`config.mk`:
```
export PLATFORM = sky130hd
export DESIGN_NAME = ipb_top
export DESIGN_NICKNAME = d
export VERILOG_FILES = /design/src/include/ipb_pkg.sv /design/src/ipb_top.sv
export SDC_FILE = /design/constraint.sdc
export NUM_CORES = 1
export LEC_CHECK = 0
export BUFFER_PORTS_ARGS = -buffer_cell sky130_fd_sc_hd__buf_2
export CORE_ASPECT_RATIO = 1.1
export CORE_UTILIZATION = 44
export CTS_CLUSTER_SIZE = 24
export DETAILED_ROUTE_END_ITERATION = 10
export PLACE_DENSITY = 0.67
export REMOVE_ABC_BUFFERS = 1
export SLEW_MARGIN = 20
export SYNTH_ARGS = -nofsm -noshare
export SYNTH_HDL_FRONTEND = slang
export SYNTH_SLANG_ARGS = --single-unit
```
`constraint.sdc`:
```
create_clock -name mclk -period 8.5 [get_ports mclk]
set_input_delay 0.425 -clock mclk [delete_from_list [all_inputs] [get_ports mclk]]
set_output_delay 0.425 -clock mclk [all_outputs]
set_load 0.05 [all_outputs]
```
`src/include/ipb_pkg.sv`:
```
// Constants and carrier types for the interleaved PCM bus control block.
// Assumes one 100 MHz system clock and an APB register port with 32-bit data.
package ipb_pkg;

  // Four framers can share one backplane bus.
  localparam int NUM_FR = 4;

  // Clock rates and the cycle count of one bit at the fastest shared rate.
  localparam int CLK_RATE_KHZ = 100000;
  localparam int BUS_RATE_KHZ = 8192;
  localparam int BIT_CYC = CLK_RATE_KHZ / BUS_RATE_KHZ;
  localparam logic [3:0] BIT_LAST = 4'(BIT_CYC - 1);

  // Register indices, whose byte address is four times the index; STAT_ADDR is a byte address.
  localparam logic [15:0] CTRL_IDX = 16'h00b5;
  localparam logic [15:0] FR_STRIDE_IDX = 16'h0100;
  localparam logic [15:0] STAT_ADDR = 16'h1000;

  // Field positions of the interleave control register.
  localparam int EN_BIT = 3;
  localparam int TYPE_BIT = 2;
  localparam int ROLE0_BIT = 1;
  localparam int ROLE1_BIT = 0;
  localparam logic [7:0] CTRL_RST = 8'h00;
  localparam logic [7:0] CTRL_MASK = 8'h0f;

  // Role codes, written as {role_select_bit1, role_select_bit0}.
  localparam logic [1:0] ROLE_SLAVE = 2'h0;
  localparam logic [1:0] ROLE_M2 = 2'h1;
  localparam logic [1:0] ROLE_M4 = 2'h2;

  // Cycles after a register write before the bus slots are settled, and the counter value at half a frame.
  localparam logic [9:0] SETTLE_CYC = 10'h3ff;
  localparam logic [9:0] HALF_FRAME = 10'h0200;

  // Byte pair that a framer's elastic store offers for one time slot.
  typedef struct packed {
    logic [7:0] data;
    logic [7:0] sig;
  } ipb_pcm_s;

  // Drive of one framer's backplane data and signaling pins.
  typedef struct packed {
    logic pcm;
    logic sig;
    logic oe;
  } ipb_drv_s;

endpackage

```
`src/ipb_top.sv`:
```
// Interleave control for four framers sharing backplane PCM data and signaling buses.
// Assumes framer elastic stores on mclk that answer a slot request within ten cycles.
// Behaviour
// - With interleaving on, the framers' data and signaling merge onto one shared bus each.
// - At 4.096 MHz two framers share one bus.
// - At 8.192 MHz all four framers share one bus.
// - Type bit 0 interleaves on byte boundaries, 1 on frame boundaries.
// - Interleaving is active only while the enable bit is 1; writing 0 stops it.
// - Byte interleaving accepts framers whose line inputs have independent clocks.
//
// Implementation choice: the APB interface to the registers.
`timescale 1ns/100ps
`default_nettype none

module ipb_top (
  // Clock and reset.
  input wire logic mclk,
  input wire logic sys_rst,
  // APB register port.
  input wire logic psel,
  input wire logic penable,
  input wire logic pwrite,
  input wire logic [15:0] paddr,
  input wire logic [31:0] pwdata,
  output var logic [31:0] prdata,
  output var logic pready,
  output var logic pslverr,
  // Framer elastic store side.
  input wire ipb_pkg::ipb_pcm_s fr_pcm [ipb_pkg::NUM_FR],
  output var logic [ipb_pkg::NUM_FR-1:0] fr_req,
  output var logic [4:0] fr_slot [ipb_pkg::NUM_FR],
  // Backplane pins.
  output var ipb_pkg::ipb_drv_s [ipb_pkg::NUM_FR-1:0] fr_drv,
  output var logic frame_sync
);

  ////////////////////////////////////////////////////////////////////////////////
  // Helper functions.
  // Role field of a control byte; note the field bits sit in reverse order.
  function automatic logic [1:0] role_of(input logic [7:0] c);
    return {c[ipb_pkg::ROLE1_BIT], c[ipb_pkg::ROLE0_BIT]};
  endfunction
  // Owner check and time slot of a bus bit, returned as {mine, slot}.
  function automatic logic [5:0] slot_of(input logic [9:0] b, input logic [1:0] nl,
                                         input logic frm, input logic [1:0] ps);
    logic [6:0] byte_no;
    logic [1:0] mask;
    logic [1:0] owner;
    logic [4:0] ts;
    byte_no = b[9:3];
    mask = 2'((3'd1 << nl) - 3'd1);
    if (frm) begin
      owner = b[9:8];
      ts = b[7:3];
    end else begin
      owner = byte_no[1:0] & mask;
      ts = 5'(byte_no >> nl);
    end
    return {owner == ps, ts};
  endfunction
  // Address decode of the per-framer control registers, returned as {hit, framer}.
  function automatic logic [2:0] dec_addr(input logic [15:0] a);
    logic [2:0] res;
    res = 3'h0;
    for (int f = 0; f < ipb_pkg::NUM_FR; f++) begin
      if (a == 16'((ipb_pkg::CTRL_IDX + 16'(f) * ipb_pkg::FR_STRIDE_IDX) << 2)) begin
        res = {1'b1, 2'(f)};
      end
    end
    return res;
  endfunction

  ////////////////////////////////////////////////////////////////////////////////
  // Registers and bus slave.
  logic [7:0] ctrl_r [ipb_pkg::NUM_FR];
  logic [9:0] cfg_age_r;
  logic [1:0] nlog [ipb_pkg::NUM_FR];
  logic [1:0] pos [ipb_pkg::NUM_FR];
  logic [31:0] stat_word;
  logic [2:0] dec;
  logic setup;
  logic wr_take;
  assign dec = dec_addr(paddr);
  assign setup = psel && !penable;
  assign wr_take = psel && penable && pready && pwrite;
  // Zero-wait answer: ready comes in the first access cycle.
  always_ff @(posedge mclk) begin
    if (sys_rst) begin
      pready <= 1'b0;
      pslverr <= 1'b0;
      prdata <= 32'h0000_0000;
    end else begin
      pready <= setup && !pready;
      pslverr <= setup && !dec[2] && (paddr != ipb_pkg::STAT_ADDR);
      if (setup && dec[2]) begin
        prdata <= {24'h00_0000, ctrl_r[dec[1:0]]};
      end else if (setup && paddr == ipb_pkg::STAT_ADDR) begin
        prdata <= stat_word;
      end else if (setup) begin
        prdata <= 32'h0000_0000;
      end
    end
  end

  // Control writes keep only the four assigned bits, so upper bits read zero.
  always_ff @(posedge mclk) begin
    if (sys_rst) begin
      ctrl_r <= '{default: ipb_pkg::CTRL_RST};
    end else if (wr_take && dec[2]) begin
      ctrl_r[dec[1:0]] <= pwdata[7:0] & ipb_pkg::CTRL_MASK;
    end
  end

  // Age of the configuration; slots are only collision free once it settles.
  always_ff @(posedge mclk) begin
    if (sys_rst || wr_take) begin
      cfg_age_r <= 10'h000;
    end else if (cfg_age_r != ipb_pkg::SETTLE_CYC) begin
      cfg_age_r <= cfg_age_r + 10'h001;
    end
  end

  // Status shows each framer's live sharing width and slot position.
  always_comb begin
    stat_word = 32'h0000_0000;
    for (int f = 0; f < ipb_pkg::NUM_FR; f++) begin
      stat_word[f*4 +: 4] = {nlog[f], pos[f]};
    end
  end

  ////////////////////////////////////////////////////////////////////////////////
  // Bus roles of each framer.
  // Enable gates sharing.
  // A framer shares only while its own and its master's enable bits are set.
  always_comb begin
    logic m4;
    logic m2;
    m4 = 1'b0;
    m2 = 1'b0;
    for (int f = 0; f < ipb_pkg::NUM_FR; f++) begin
      m4 = ctrl_r[0][ipb_pkg::EN_BIT] && role_of(ctrl_r[0]) == ipb_pkg::ROLE_M4;
      m2 = ctrl_r[f & 2][ipb_pkg::EN_BIT] && role_of(ctrl_r[f & 2]) == ipb_pkg::ROLE_M2;
      if (ctrl_r[f][ipb_pkg::EN_BIT] && m4) begin
        nlog[f] = 2'd2;
        pos[f] = 2'(f);
      end else if (ctrl_r[f][ipb_pkg::EN_BIT] && m2) begin
        nlog[f] = 2'd1;
        pos[f] = 2'(f & 1);
      end else begin
        nlog[f] = 2'd0;
        pos[f] = 2'd0;
      end
    end
  end

  ////////////////////////////////////////////////////////////////////////////////
  // Frame timing shared by all framers, counted in 8.192 MHz bit times.
  logic [3:0] div_r;
  logic [9:0] cnt_r;
  logic bit_start;
  assign bit_start = (div_r == 4'h0);

  // Master frame timing.
  // One counter stands in for the master's sync, so slaves cannot drift from it.
  always_ff @(posedge mclk) begin
    if (sys_rst) begin
      div_r <= 4'h0;
      cnt_r <= 10'h000;
      frame_sync <= 1'b0;
    end else begin
      div_r <= (div_r == ipb_pkg::BIT_LAST) ? 4'h0 : div_r + 4'h1;
      if (div_r == ipb_pkg::BIT_LAST) begin
        cnt_r <= cnt_r + 10'h001;
      end
      frame_sync <= bit_start && cnt_r == 10'h000;
    end
  end

  ////////////////////////////////////////////////////////////////////////////////
  // Slot ownership per framer.
  logic [9:0] bbit [ipb_pkg::NUM_FR];
  logic [ipb_pkg::NUM_FR-1:0] load_ev;
  logic [ipb_pkg::NUM_FR-1:0] shift_ev;
  logic [ipb_pkg::NUM_FR-1:0] req_ev;
  logic [5:0] cur_slot [ipb_pkg::NUM_FR];
  logic [5:0] nxt_slot [ipb_pkg::NUM_FR];
  // Byte or frame slots.
  // Slower buses step one bus bit every two or four counter bits.
  always_comb begin
    logic [9:0] amask;
    logic [9:0] wmask;
    logic al;
    amask = 10'h000;
    wmask = 10'h000;
    al = 1'b0;
    for (int f = 0; f < ipb_pkg::NUM_FR; f++) begin
      amask = 10'(3'd4 >> nlog[f]) - 10'h001;
      wmask = 10'((11'h100 << nlog[f]) - 11'h001);
      al = bit_start && (cnt_r & amask) == 10'h000;
      bbit[f] = cnt_r >> (2'd2 - nlog[f]);
      cur_slot[f] = slot_of(bbit[f], nlog[f], ctrl_r[f][ipb_pkg::TYPE_BIT], pos[f]);
      nxt_slot[f] = slot_of((bbit[f] + 10'h001) & wmask, nlog[f],
                            ctrl_r[f][ipb_pkg::TYPE_BIT], pos[f]);
      load_ev[f] = al && bbit[f][2:0] == 3'h0;
      shift_ev[f] = al && bbit[f][2:0] != 3'h0;
      req_ev[f] = al && bbit[f][2:0] == 3'h7 && nxt_slot[f][5];
    end
  end

  ////////////////////////////////////////////////////////////////////////////////
  // Slot requests and serial drive.
  logic [7:0] pcm_sh_r [ipb_pkg::NUM_FR];
  logic [7:0] sig_sh_r [ipb_pkg::NUM_FR];
  // One-bit-early prefetch.
  // Asking one bit early lets each elastic store absorb its own line clock.
  always_ff @(posedge mclk) begin
    if (sys_rst) begin
      fr_req <= '0;
      fr_slot <= '{default: 5'h00};
    end else begin
      for (int f = 0; f < ipb_pkg::NUM_FR; f++) begin
        fr_req[f] <= req_ev[f];
        if (req_ev[f]) begin
          fr_slot[f] <= nxt_slot[f][4:0];
        end
      end
    end
  end

  // Merged shared drive.
  // Outside its slots a framer releases the pins so the tied bus has one driver.
  always_ff @(posedge mclk) begin
    if (sys_rst) begin
      fr_drv <= '0;
      pcm_sh_r <= '{default: 8'h00};
      sig_sh_r <= '{default: 8'h00};
    end else begin
      for (int f = 0; f < ipb_pkg::NUM_FR; f++) begin
        if (load_ev[f]) begin
          fr_drv[f].oe <= cur_slot[f][5];
          fr_drv[f].pcm <= cur_slot[f][5] && fr_pcm[f].data[7];
          fr_drv[f].sig <= cur_slot[f][5] && fr_pcm[f].sig[7];
          pcm_sh_r[f] <= cur_slot[f][5] ? {fr_pcm[f].data[6:0], 1'b0} : 8'h00;
          sig_sh_r[f] <= cur_slot[f][5] ? {fr_pcm[f].sig[6:0], 1'b0} : 8'h00;
        end else if (shift_ev[f]) begin
          fr_drv[f].pcm <= pcm_sh_r[f][7];
          fr_drv[f].sig <= sig_sh_r[f][7];
          pcm_sh_r[f] <= {pcm_sh_r[f][6:0], 1'b0};
          sig_sh_r[f] <= {sig_sh_r[f][6:0], 1'b0};
        end
      end
    end
  end

  logic settled;
  assign settled = cfg_age_r == ipb_pkg::SETTLE_CYC;
endmodule // ipb_top
`default_nettype wire

```
# [Word-level counts from Yosys, hierarchy flattened]
# Index checks and enable logic that the tools add are counted.
[op_classes] addsub=22 order_cmp=2 n_eq_ne=20 n_shift=20 mux=68 n_bitwise=17 reduce_logical=78
[op_table] operator="two-way mux 8 bit" n=28
[op_table] operator="AND 10 bit" n=8
[op_table] operator="subtractor 10 x 1 -> 10 bit, second input constant" n=8
[op_table] operator="logical AND 1 bit" n=51
[op_table] operator="adder 10 x 1 -> 10 bit, second input constant" n=5
[op_table] operator="zero test 10 bit" n=5
[op_table] operator="two-way mux 2 bit" n=22
[op_table] operator="<< shifter 9 x 2 -> 10 bit, first input constant" n=4
[op_table] operator="right shift 10 x 2 -> 10 bit" n=4
[op_table] operator="right shift 3 x 2 -> 10 bit, first input constant" n=4
[op_table] operator="bitwise mux 32 bit" n=1
[op_table] operator="equality test 16 x 12 -> 1 bit, second input constant" n=2
[op_table] operator="two-way mux 16 bit" n=2
[op_table] operator="right shift 7 x 2 -> 5 bit" n=4
[op_table] operator="two-way mux 5 bit" n=4
[op_table] operator="AND 2 bit" n=8
[op_table] operator="binary-select mux 8 bit (select 2 bit)" n=1
[op_table] operator="demux 8 bit (select 2 bit)" n=1
[op_table] operator="equality test 16 x 10 -> 1 bit, second input constant" n=1
[op_table] operator="equality test 16 x 11 -> 1 bit, second input constant" n=1
[op_table] operator="equality test 16 x 13 -> 1 bit, second input constant" n=1
[op_table] operator="!= test 16 x 13 -> 1 bit, second input constant" n=1
[op_table] operator="nonzero test 3 bit" n=5
[op_table] operator="equality test 2 bit" n=6
[op_table] operator="19 further kinds" n=50
[word_totals] regBits=165 input_bits=117 elab_cells=263

# [Longest topological paths before layout]
# Gate-level depths: netlist of the first run.
[depth] depth_word=13 ltp_mapped=14 depth_no_buf=9

# [Worst setup path before layout of the first run]
# Ideal clock, no wire load.
[synth_path] kind="flip-flop to flip-flop" startpoint="reg ctrl_r[11] in the netlist's numbering" endpoint="reg fr_slot[2] in the netlist's numbering" setup_ns=0.119 arrival_time_ns=3.345 slack_ns=5.036 stages_incl_launch_ff=15 cell_sequence="dfxtp_1 > buf_6 > and3b_1 > buf_6 > a21oi_4 > a221oi_2 > or4_1 > buf_2 > or4_1 > buf_2 > mux2_4 > a2111oi_4 > buf_6 > o21ai_1 > o221a_1"
[synth_via] elab_chain_len=12
[synth_rtl] element="start, declared" line="ipb_top.sv:75" text="logic [7:0] ctrl_r [ipb_pkg::NUM_FR];"
[synth_rtl] element="start signal, assigned by index" line="ipb_top.sv:110" text="ctrl_r[dec[1:0]] <= pwdata[7:0] & ipb_pkg::CTRL_MASK;"
[synth_rtl] element="logical AND 1 bit *" line="ipb_top.sv:142" text="m2 = ctrl_r[f & 2][ipb_pkg::EN_BIT] && role_of(ctrl_r[f & 2]) == ipb_pkg::ROLE_M2;"
[synth_rtl] element="logical AND 1 bit *" line="ipb_top.sv:146" text="end else if (ctrl_r[f][ipb_pkg::EN_BIT] && m2) begin"
[synth_rtl] element="two-way mux 1 bit *" line="ipb_top.sv:146"
[synth_rtl] element="two-way mux 2 bit" line="ipb_top.sv:143" text="if (ctrl_r[f][ipb_pkg::EN_BIT] && m4) begin"
[synth_rtl] element="subtractor 2 bit" line="ipb_top.sv:200" text="bbit[f] = cnt_r >> (2'd2 - nlog[f]);"
[synth_rtl] element="right shift 10 x 2 -> 10 bit" line="ipb_top.sv:200"
[synth_rtl] element="adder 10 x 1 -> 10 bit" line="ipb_top.sv:202" text="nxt_slot[f] = slot_of((bbit[f] + 10'h001) & wmask, nlog[f],"
[synth_rtl] element="AND 10 bit" line="ipb_top.sv:202"
[synth_rtl] element="AND 2 bit" line="ipb_top.sv:56" text="owner = byte_no[1:0] & mask;"
[synth_rtl] element="two-way mux 2 bit" line="ipb_top.sv:52" text="if (frm) begin"
[synth_rtl] element="equality test 2 bit" line="ipb_top.sv:59" text="return {owner == ps, ts};"
[synth_rtl] element="logical AND 1 bit" line="ipb_top.sv:206" text="req_ev[f] = al && bbit[f][2:0] == 3'h7 && nxt_slot[f][5];"
[synth_rtl] element="end signal, assigned by index" line="ipb_top.sv:224" text="fr_slot[f] <= nxt_slot[f][4:0];"
[synth_rtl] element="end, declared" line="ipb_top.sv:31" text="output var logic [4:0] fr_slot [ipb_pkg::NUM_FR],"
# Mark *: on every way between the ends. The rest lies on a longest branch, timed or not.
# A chain may end at the register's enable or synchronous reset.

# [Worst setup path in the final report of the first run]
[layout_path] startpoint="reg cnt_r[3]" endpoint="reg fr_slot[4] in the netlist's numbering"
[layout_via] elab_chain_len=7
[layout_rtl] element="start, declared" line="ipb_top.sv:159" text="logic [9:0] cnt_r;"
[layout_rtl] element="start signal, assigned" line="ipb_top.sv:173" text="cnt_r <= cnt_r + 10'h001;"
[layout_rtl] element="right shift 10 x 2 -> 10 bit" line="ipb_top.sv:200"
[layout_rtl] element="adder 10 x 1 -> 10 bit" line="ipb_top.sv:202"
[layout_rtl] element="AND 10 bit" line="ipb_top.sv:202"
[layout_rtl] element="AND 2 bit" line="ipb_top.sv:56"
[layout_rtl] element="two-way mux 2 bit" line="ipb_top.sv:52"
[layout_rtl] element="equality test 2 bit" line="ipb_top.sv:59"
[layout_rtl] element="logical AND 1 bit" line="ipb_top.sv:206"
# Several ways; a longest one is shown, not always the timed one.

==> results.md, run 1 <==
- CP Data Arrival Time: 4.92 ns
- Fin crit period: 4.61 ns
- Buf/Inv on CP: 1
- GRT Residual Overflow: 0
- I/O pin count: 188
- Post-Route Utilization: 52.2%
- Internal power: 1300 uW
- Clk pin slew, worst setup/hold paths: 0.06 ns
- Critical-path cell list: inv_1 > o31ai_1 > a32oi_1 > or4_1 > or4_1 > mux2_4 > a2111oi_4 > o21ai_0 > o221a_2
- Hold crit path type: primary input to register
- DP Wirelength: about 16000 microns
- Core Area: approximately 18000 sq um
- Reg area: ~2700 sq um
- Yosys reg bits: 137
- # nets final: ~1300
- DRC viols: 0
- Global-route wire length before repair: 38500 microns
- Final instance area: just under 10000 sq um
- H-tree depth: 4
- Outcome: finished clean
- Pwr Density: approximately 180 nW/um^2
- Main synth FF type: dfxtp_1
- WS Path Type: register to register
- Clock Root Buffer: clkbuf_16
- Worst setup EP type: register
- Fill cell count: ~1900
- Post_cts resized: 0
- CP max FO: 20
- Synth top area share: between 30% and 40%
- Async SR Flop Fraction: 0%
- Hold-fix buffers, CTS: 0
- Combinational power share: 14.3%
- Proportion of layout cells with a drive suffix above 1: 17.8%
- TritonCTS Sinks: 137
- Die width: 133 microns
- Area grow syn2layout: 15.7%
- Iter 0 DRT Violations: 695
- RSZ-0062 raised after global routing: false
- DR pass1 iterations: 5
- Count of pins over their slew limit: 0
- Synth warnings: 0
- Max Cap Viol: 0
- Crit path launch type: register
- Peak VDD IR: around 0.13 mV
- CTS buffer count: 17
- Layout Skew: 0.00571 ns
- Commonest non-fill, non-tap cells in the layout: 167 x nor2_1, 140 x buf_2, 137 x dfxtp_1
- CP dominant cell by count: or4_1
- Diode count: 0
- Initial antenna violation count: 0
- CP required: 8.81 ns
- Number of synthesized flops with an enable pin: 0
- Avg WL per Cell: ~16 microns
- Tot GR Track Use: between 20% and 30%
- CTS Buffer Depth: 2
- Leak: 0.00371 uW
- Antenna Nets Post-Route: 0
- Switching pwr: 473 uW
- Area of the multi-input gates: 5070 sq um
- Reg-to-reg slack, setup: 3.89 ns
- Die Height: 146 microns
- Avg Cell Area, Syn: 7.55 sq um
- Worst path slowest cell: dfxtp_1
- Vias in the first global route: between 7000 and 8000
- Initial Utilization: between 40% and 50%
- Die area: 19400 sq um
- Worst-Skew Late Latency: around 0.42 ns
- Yosys top cell by area: dfxtp_1
- IO buf count: 141
- Synth Instances: between 1000 and 1500
- Gpl congestion: around 0.89
- Seq pwr share: 39.9%
- Via count of the routed design: between 8000 and 9000
- Routed WL: 23300 microns
- Final hold vios: 0
- Max Freq: 217 MHz
- Worst slew margin: 32.4%
- # rows: 52
- Clock share of power: 45.8%
- Synth area leaders: dfxtp_1 33%, nor2_1 7.6%, nand2_1 5.3%, o21ai_0 4.9%, a21oi_1 4.3%
- Library cells used by synthesis: 80
- Max incr delay on CP: 0.85 ns
- Cell family with most CP delay: compound AO/OA/AOI/OAI gates
- Final setup vio count: 0
- TritonCTS clock tree: built
- Commonest non-fill, non-tap cell in the layout: nor2_1
- Final Cycle Share: approximately 54%
- Setup repair bufs after CTS: 0
- Worst-Margin Slew: 1.01 ns
- Post-Route Setup TNS: 0 ns
- Vias per cell: 5.86
- Largest net degree at the start of global routing: 74
- Sw Ratio: 26.7%
- Seq/Total Area, Yosys: 33.0%
- Placed Area: around 8900 sq um
- Mapped cell area: between 8000 and 9000 sq um
## worst reg2reg max path: stages (launching register included)
cell,delay (ns)
dfxtp_1,0.85
inv_1,0.34
o31ai_1,0.34
a32oi_1,0.13
or4_1,0.69
or4_1,0.69
mux2_4,0.36
a2111oi_4,0.64
o21ai_0,0.19
o221a_2,0.26
## per-stage QoR
stage	hold slack, ns	setup WS (ns)	power [uW]	std cells
floorplan	0.449	4.24	889	1009
global placement	0.427	4.03	971	1403
detailed placement	0.433	3.96	975	1404
CTS	0.227	3.96	1790	1434
global route	0.240	3.72	1850	1434
finish	0.239	3.89	1770	1434
## kinds of logic after synthesis
group	count (synthesis)	share of synthesized area, %
simple gates	451	25.9
compound gates	325	26.1
flops	137	33.0
buf+inv	122	6.87
xor+xnor	31	3.27
mux	29	4.17
fa+ha+maj	4	0.603
other cells	1	0.0452
## registers in the layout (all words and copies together) (netlist names)
| register | cells |
|---|---|
| prdata | 12 |
| pcm_sh_r | 28 |
| ctrl_r | 16 |
| sig_sh_r | 28 |
| pslverr | 1 |
| div_r | 4 |
| fr_req | 4 |
| pready | 1 |
| fr_drv | 12 |
| fr_slot | 20 |
| frame_sync | 1 |
| cnt_r | 10 |
## layout make-up
type	count	share of cell area [%]
inverters	14	0.547
multi-input cells	858	52.8
clock buffers	24	5.33
flip-flops and latches	137	28.6
well taps	243	3.17
clock inverters	6	1.41
repair buffers	152	8.23
## synthesized netlist by cell type, types with 11 or more instances
cell type  instances
a211oi_1          40
a21oi_1           71
a31oi_1           14
buf_2             12
buf_4             20
clkbuf_1          63
dfxtp_1          137
inv_1             14
mux2i_1           23
nand2_1          117
nand3_1           31
nor2_1           169
nor3_1            19
nor4_1            23
o211ai_1          11
o21ai_0           81
o22ai_1           12
xnor2_1           22
## power by group through the flow
stage | logic, uW | clock network (uW) | registers (uW)
after floorplan | 142 | 0 | 747
after global placement | 252 | 0 | 719
after detailed placement | 255 | 0 | 720
after CTS | 255 | 827 | 706
after global routing | 286 | 854 | 712
final | 254 | 812 | 706
## worst paths after layout
| path | from | endpoint | depth (start not counted) |
|---|---|---|---|
| hold / removal | fr_pcm[40] | pcm_sh_r[17] | 3 |
| setup / recovery | cnt_r[3] | fr_slot[4] | 9 |
| hold reg to reg | pready | pready | 1 |
| setup reg to reg | cnt_r[3] | fr_slot[4] | 9 |
## layer usage
layer  wire length, microns  global-route usage (%)
met1                  10500                    31.4
met2                  11000                    39.5
met3                   1400                    4.44
met4                    410                    8.33
met5                      0                       0
Note: power is estimated with default switching activity, not from simulation.
==> run 2, diff against run 1 <==
--- a/config.mk
+++ b/config.mk
@@ -10,7 +10,7 @@
 export CORE_UTILIZATION = 44
 export CTS_CLUSTER_SIZE = 24
 export DETAILED_ROUTE_END_ITERATION = 10
-export PLACE_DENSITY = 0.67
+export PLACE_DENSITY = 0.7
 export REMOVE_ABC_BUFFERS = 1
 export SLEW_MARGIN = 20
 export SYNTH_ARGS = -nofsm -noshare
==> constraint.sdc (replaced) <==
create_clock -name mclk -period 3.7 [get_ports mclk]
set_input_delay 0.185 -clock mclk [delete_from_list [all_inputs] [get_ports mclk]]
set_output_delay 0.185 -clock mclk [all_outputs]
set_load 0.05 [all_outputs]
==> run 2 against run 1 <==
Sequential share of layout area fell by 1.9 points; core utilization rose by 3.7 points; setup slack got worse by 3.7 ns; sequential cell count unchanged; die area did not move; clock-buffer cell count shrank 4; wire length is 4.1% higher; register-to-register slack worse by 3.7 ns; cell count is 5.9% higher; highest routed layer unchanged; power up 130%.
==> results.md, run 2 (same netlist as run 1, synthesis figures left out) <==
- Placed Area: 9420 sq um
- Max Cap Viol: 0
- CP dominant cell by count: or4_1
- Core Area: about 18000 sq um
- # rows: 52
- Via count of the routed design: 8736
- Avg WL per Cell: approximately 16 microns
- Fill cell count: roughly 1800
- Final setup vio count: 0
- Reg area: about 2700 sq um
- Area grow syn2layout: 23.9%
- Critical-path cell list: and3b_1 > o31ai_2 > a32oi_1 > or4_1 > or4_1 > mux2_4 > a2111oi_4 > buf_4 > nor2_1 > a211oi_2
- Commonest non-fill, non-tap cells in the layout: 169 x nor2_1, 140 x buf_2, 137 x dfxtp_1
- Largest net degree at the start of global routing: 58
- Diode count: 0
- Pwr Density: 403 nW/um^2
- # nets final: 1385
- Clk pin slew, worst setup/hold paths: 0.06 ns
- Global-route wire length before repair: 40100 microns
- I/O pin count: ~190
- H-tree depth: 4
- Die Height: 146 microns
- Worst slew margin: 35.3%
- Proportion of layout cells with a drive suffix above 1: between 20% and 30%
- Gpl congestion: 0.912
- Biggest regs: pcm_sh_r x28, sig_sh_r x28, fr_slot x20
- Max incr delay on CP: roughly 0.59 ns
- Fin crit period: 3.53 ns
- Routed WL: ~24000 microns
- Reg-to-reg slack, setup: 0.17 ns
- Final Cycle Share: between 90% and 100%
- Vias per cell: 5.75
- Final instance area: 10300 sq um
- Buf/Inv on CP: 1
- TritonCTS clock tree: built
- Setup repair bufs after CTS: 0
- Iter 0 DRT Violations: 724
- Hold crit path type: primary input to register
- TritonCTS Sinks: approximately 140
- DR pass1 iterations: 5
- Worst-Margin Slew: 0.967 ns
- Crit path launch type: register
- CTS buffer count: 17
- Hold path startpoint: fr_pcm[22]
- RSZ-0062 raised after global routing: false
- Worst setup EP type: register
- Initial antenna violation count: 0
- Peak VDD IR: about 0.32 mV
- CP required: 4.04 ns
- Leak: just over 0.004 uW
- Area of the multi-input gates: 5050 sq um
- Die width: 133 microns
- CTS Buffer Depth: 2
- Max Freq: 283 MHz
- Die area: 19400 sq um
- Final hold vios: 0
- Outcome: finished clean
- Hold slack: 0.00822 ns
- Count of pins over their slew limit: 0
- Worst-Skew Late Latency: between 0.4 and 0.5 ns
- IO buf count: 141
- GRT Residual Overflow: 0
- Worst R2R Start: ctrl_r[25]
- Vias in the first global route: 8181
- Layout Skew: 0.00855 ns
- Launch point of the worst path: ctrl_r[25]
- Post-Route Setup TNS: 0 ns
- Cell family with most CP delay: simple AND/OR/NAND/NOR gates
- Commonest non-fill, non-tap cell in the layout: nor2_1
- CP max FO: 6
- CP Data Arrival Time: 3.87 ns
- DRC viols: 0
- Worst path slowest cell: or4_1
- Antenna Nets Post-Route: 0
- Clock Root Buffer: clkbuf_16
- Initial Utilization: 45.1%
- Tot GR Track Use: between 20% and 30%
- DP Wirelength: 17000 microns
- WS Path Type: register to register
[run 2: worst paths after layout]
| path | endpoint | depth (start not counted) |
|---|---|---|
| hold reg to reg | pready | 1 |
| setup reg to reg | fr_slot[3] | 10 |
| hold / removal | sig_sh_r[15] | 3 |
| setup / recovery | fr_slot[3] | 10 |
[run 2: tightest hold or removal path: stages]
cell,delay (ns)
buf_2,0.09
nand2_1,0.05
a211oi_1,0.05
[run 2: power breakdown]
| group | switching (uW) | total (uW) | internal (uW) |
|---|---|---|---|
| Sequential | 45.6 | 1620 | 1580 |
| Combinational | 412 | 625 | 213 |
| Clock | 653 | 1900 | 1250 |
[run 2: per-layer routing]
metal | vias to the layer above | share of wire, % | track usage, %
li1 | 4297 | - | -
met5 | - | 0 | 0
met1 | 4099 | 44 | 32.1
met3 | 48 | 5.5 | 4.79
met2 | 292 | 48 | 42.0
met4 | 0 | 2.3 | 9.31
[run 2: timing repair]
action	in CTS	in global routing
hold buffers	20	0
resized for setup	0	0
hold endpoints to repair	20	0
[run 2: layout make-up]
class	count	area share, %
Timing Repair Buffer	236	14.3
Inverter	14	0.511
Clock buffer	20	4.54
Tap cell	243	2.96
Clock inverter	11	1.87
Multi-Input combinational cell	858	49.1
Sequential cell	137	26.7
[run 2: per-stage QoR]
stage / power (uW) / instances / util (%) / worst slack, ns
global route: 4340 / 1519 / 55.9 / 0.00243
finish: 4150 / 1519 / 55.9 / 0.171
global placement: 2260 / 1468 / 51.2 / 0.296
floorplan: 2040 / 1009 / - / -0.558
CTS: 4190 / 1519 / 55.9 / 0.210
detailed placement: 2270 / 1468 / 51.2 / 0.226
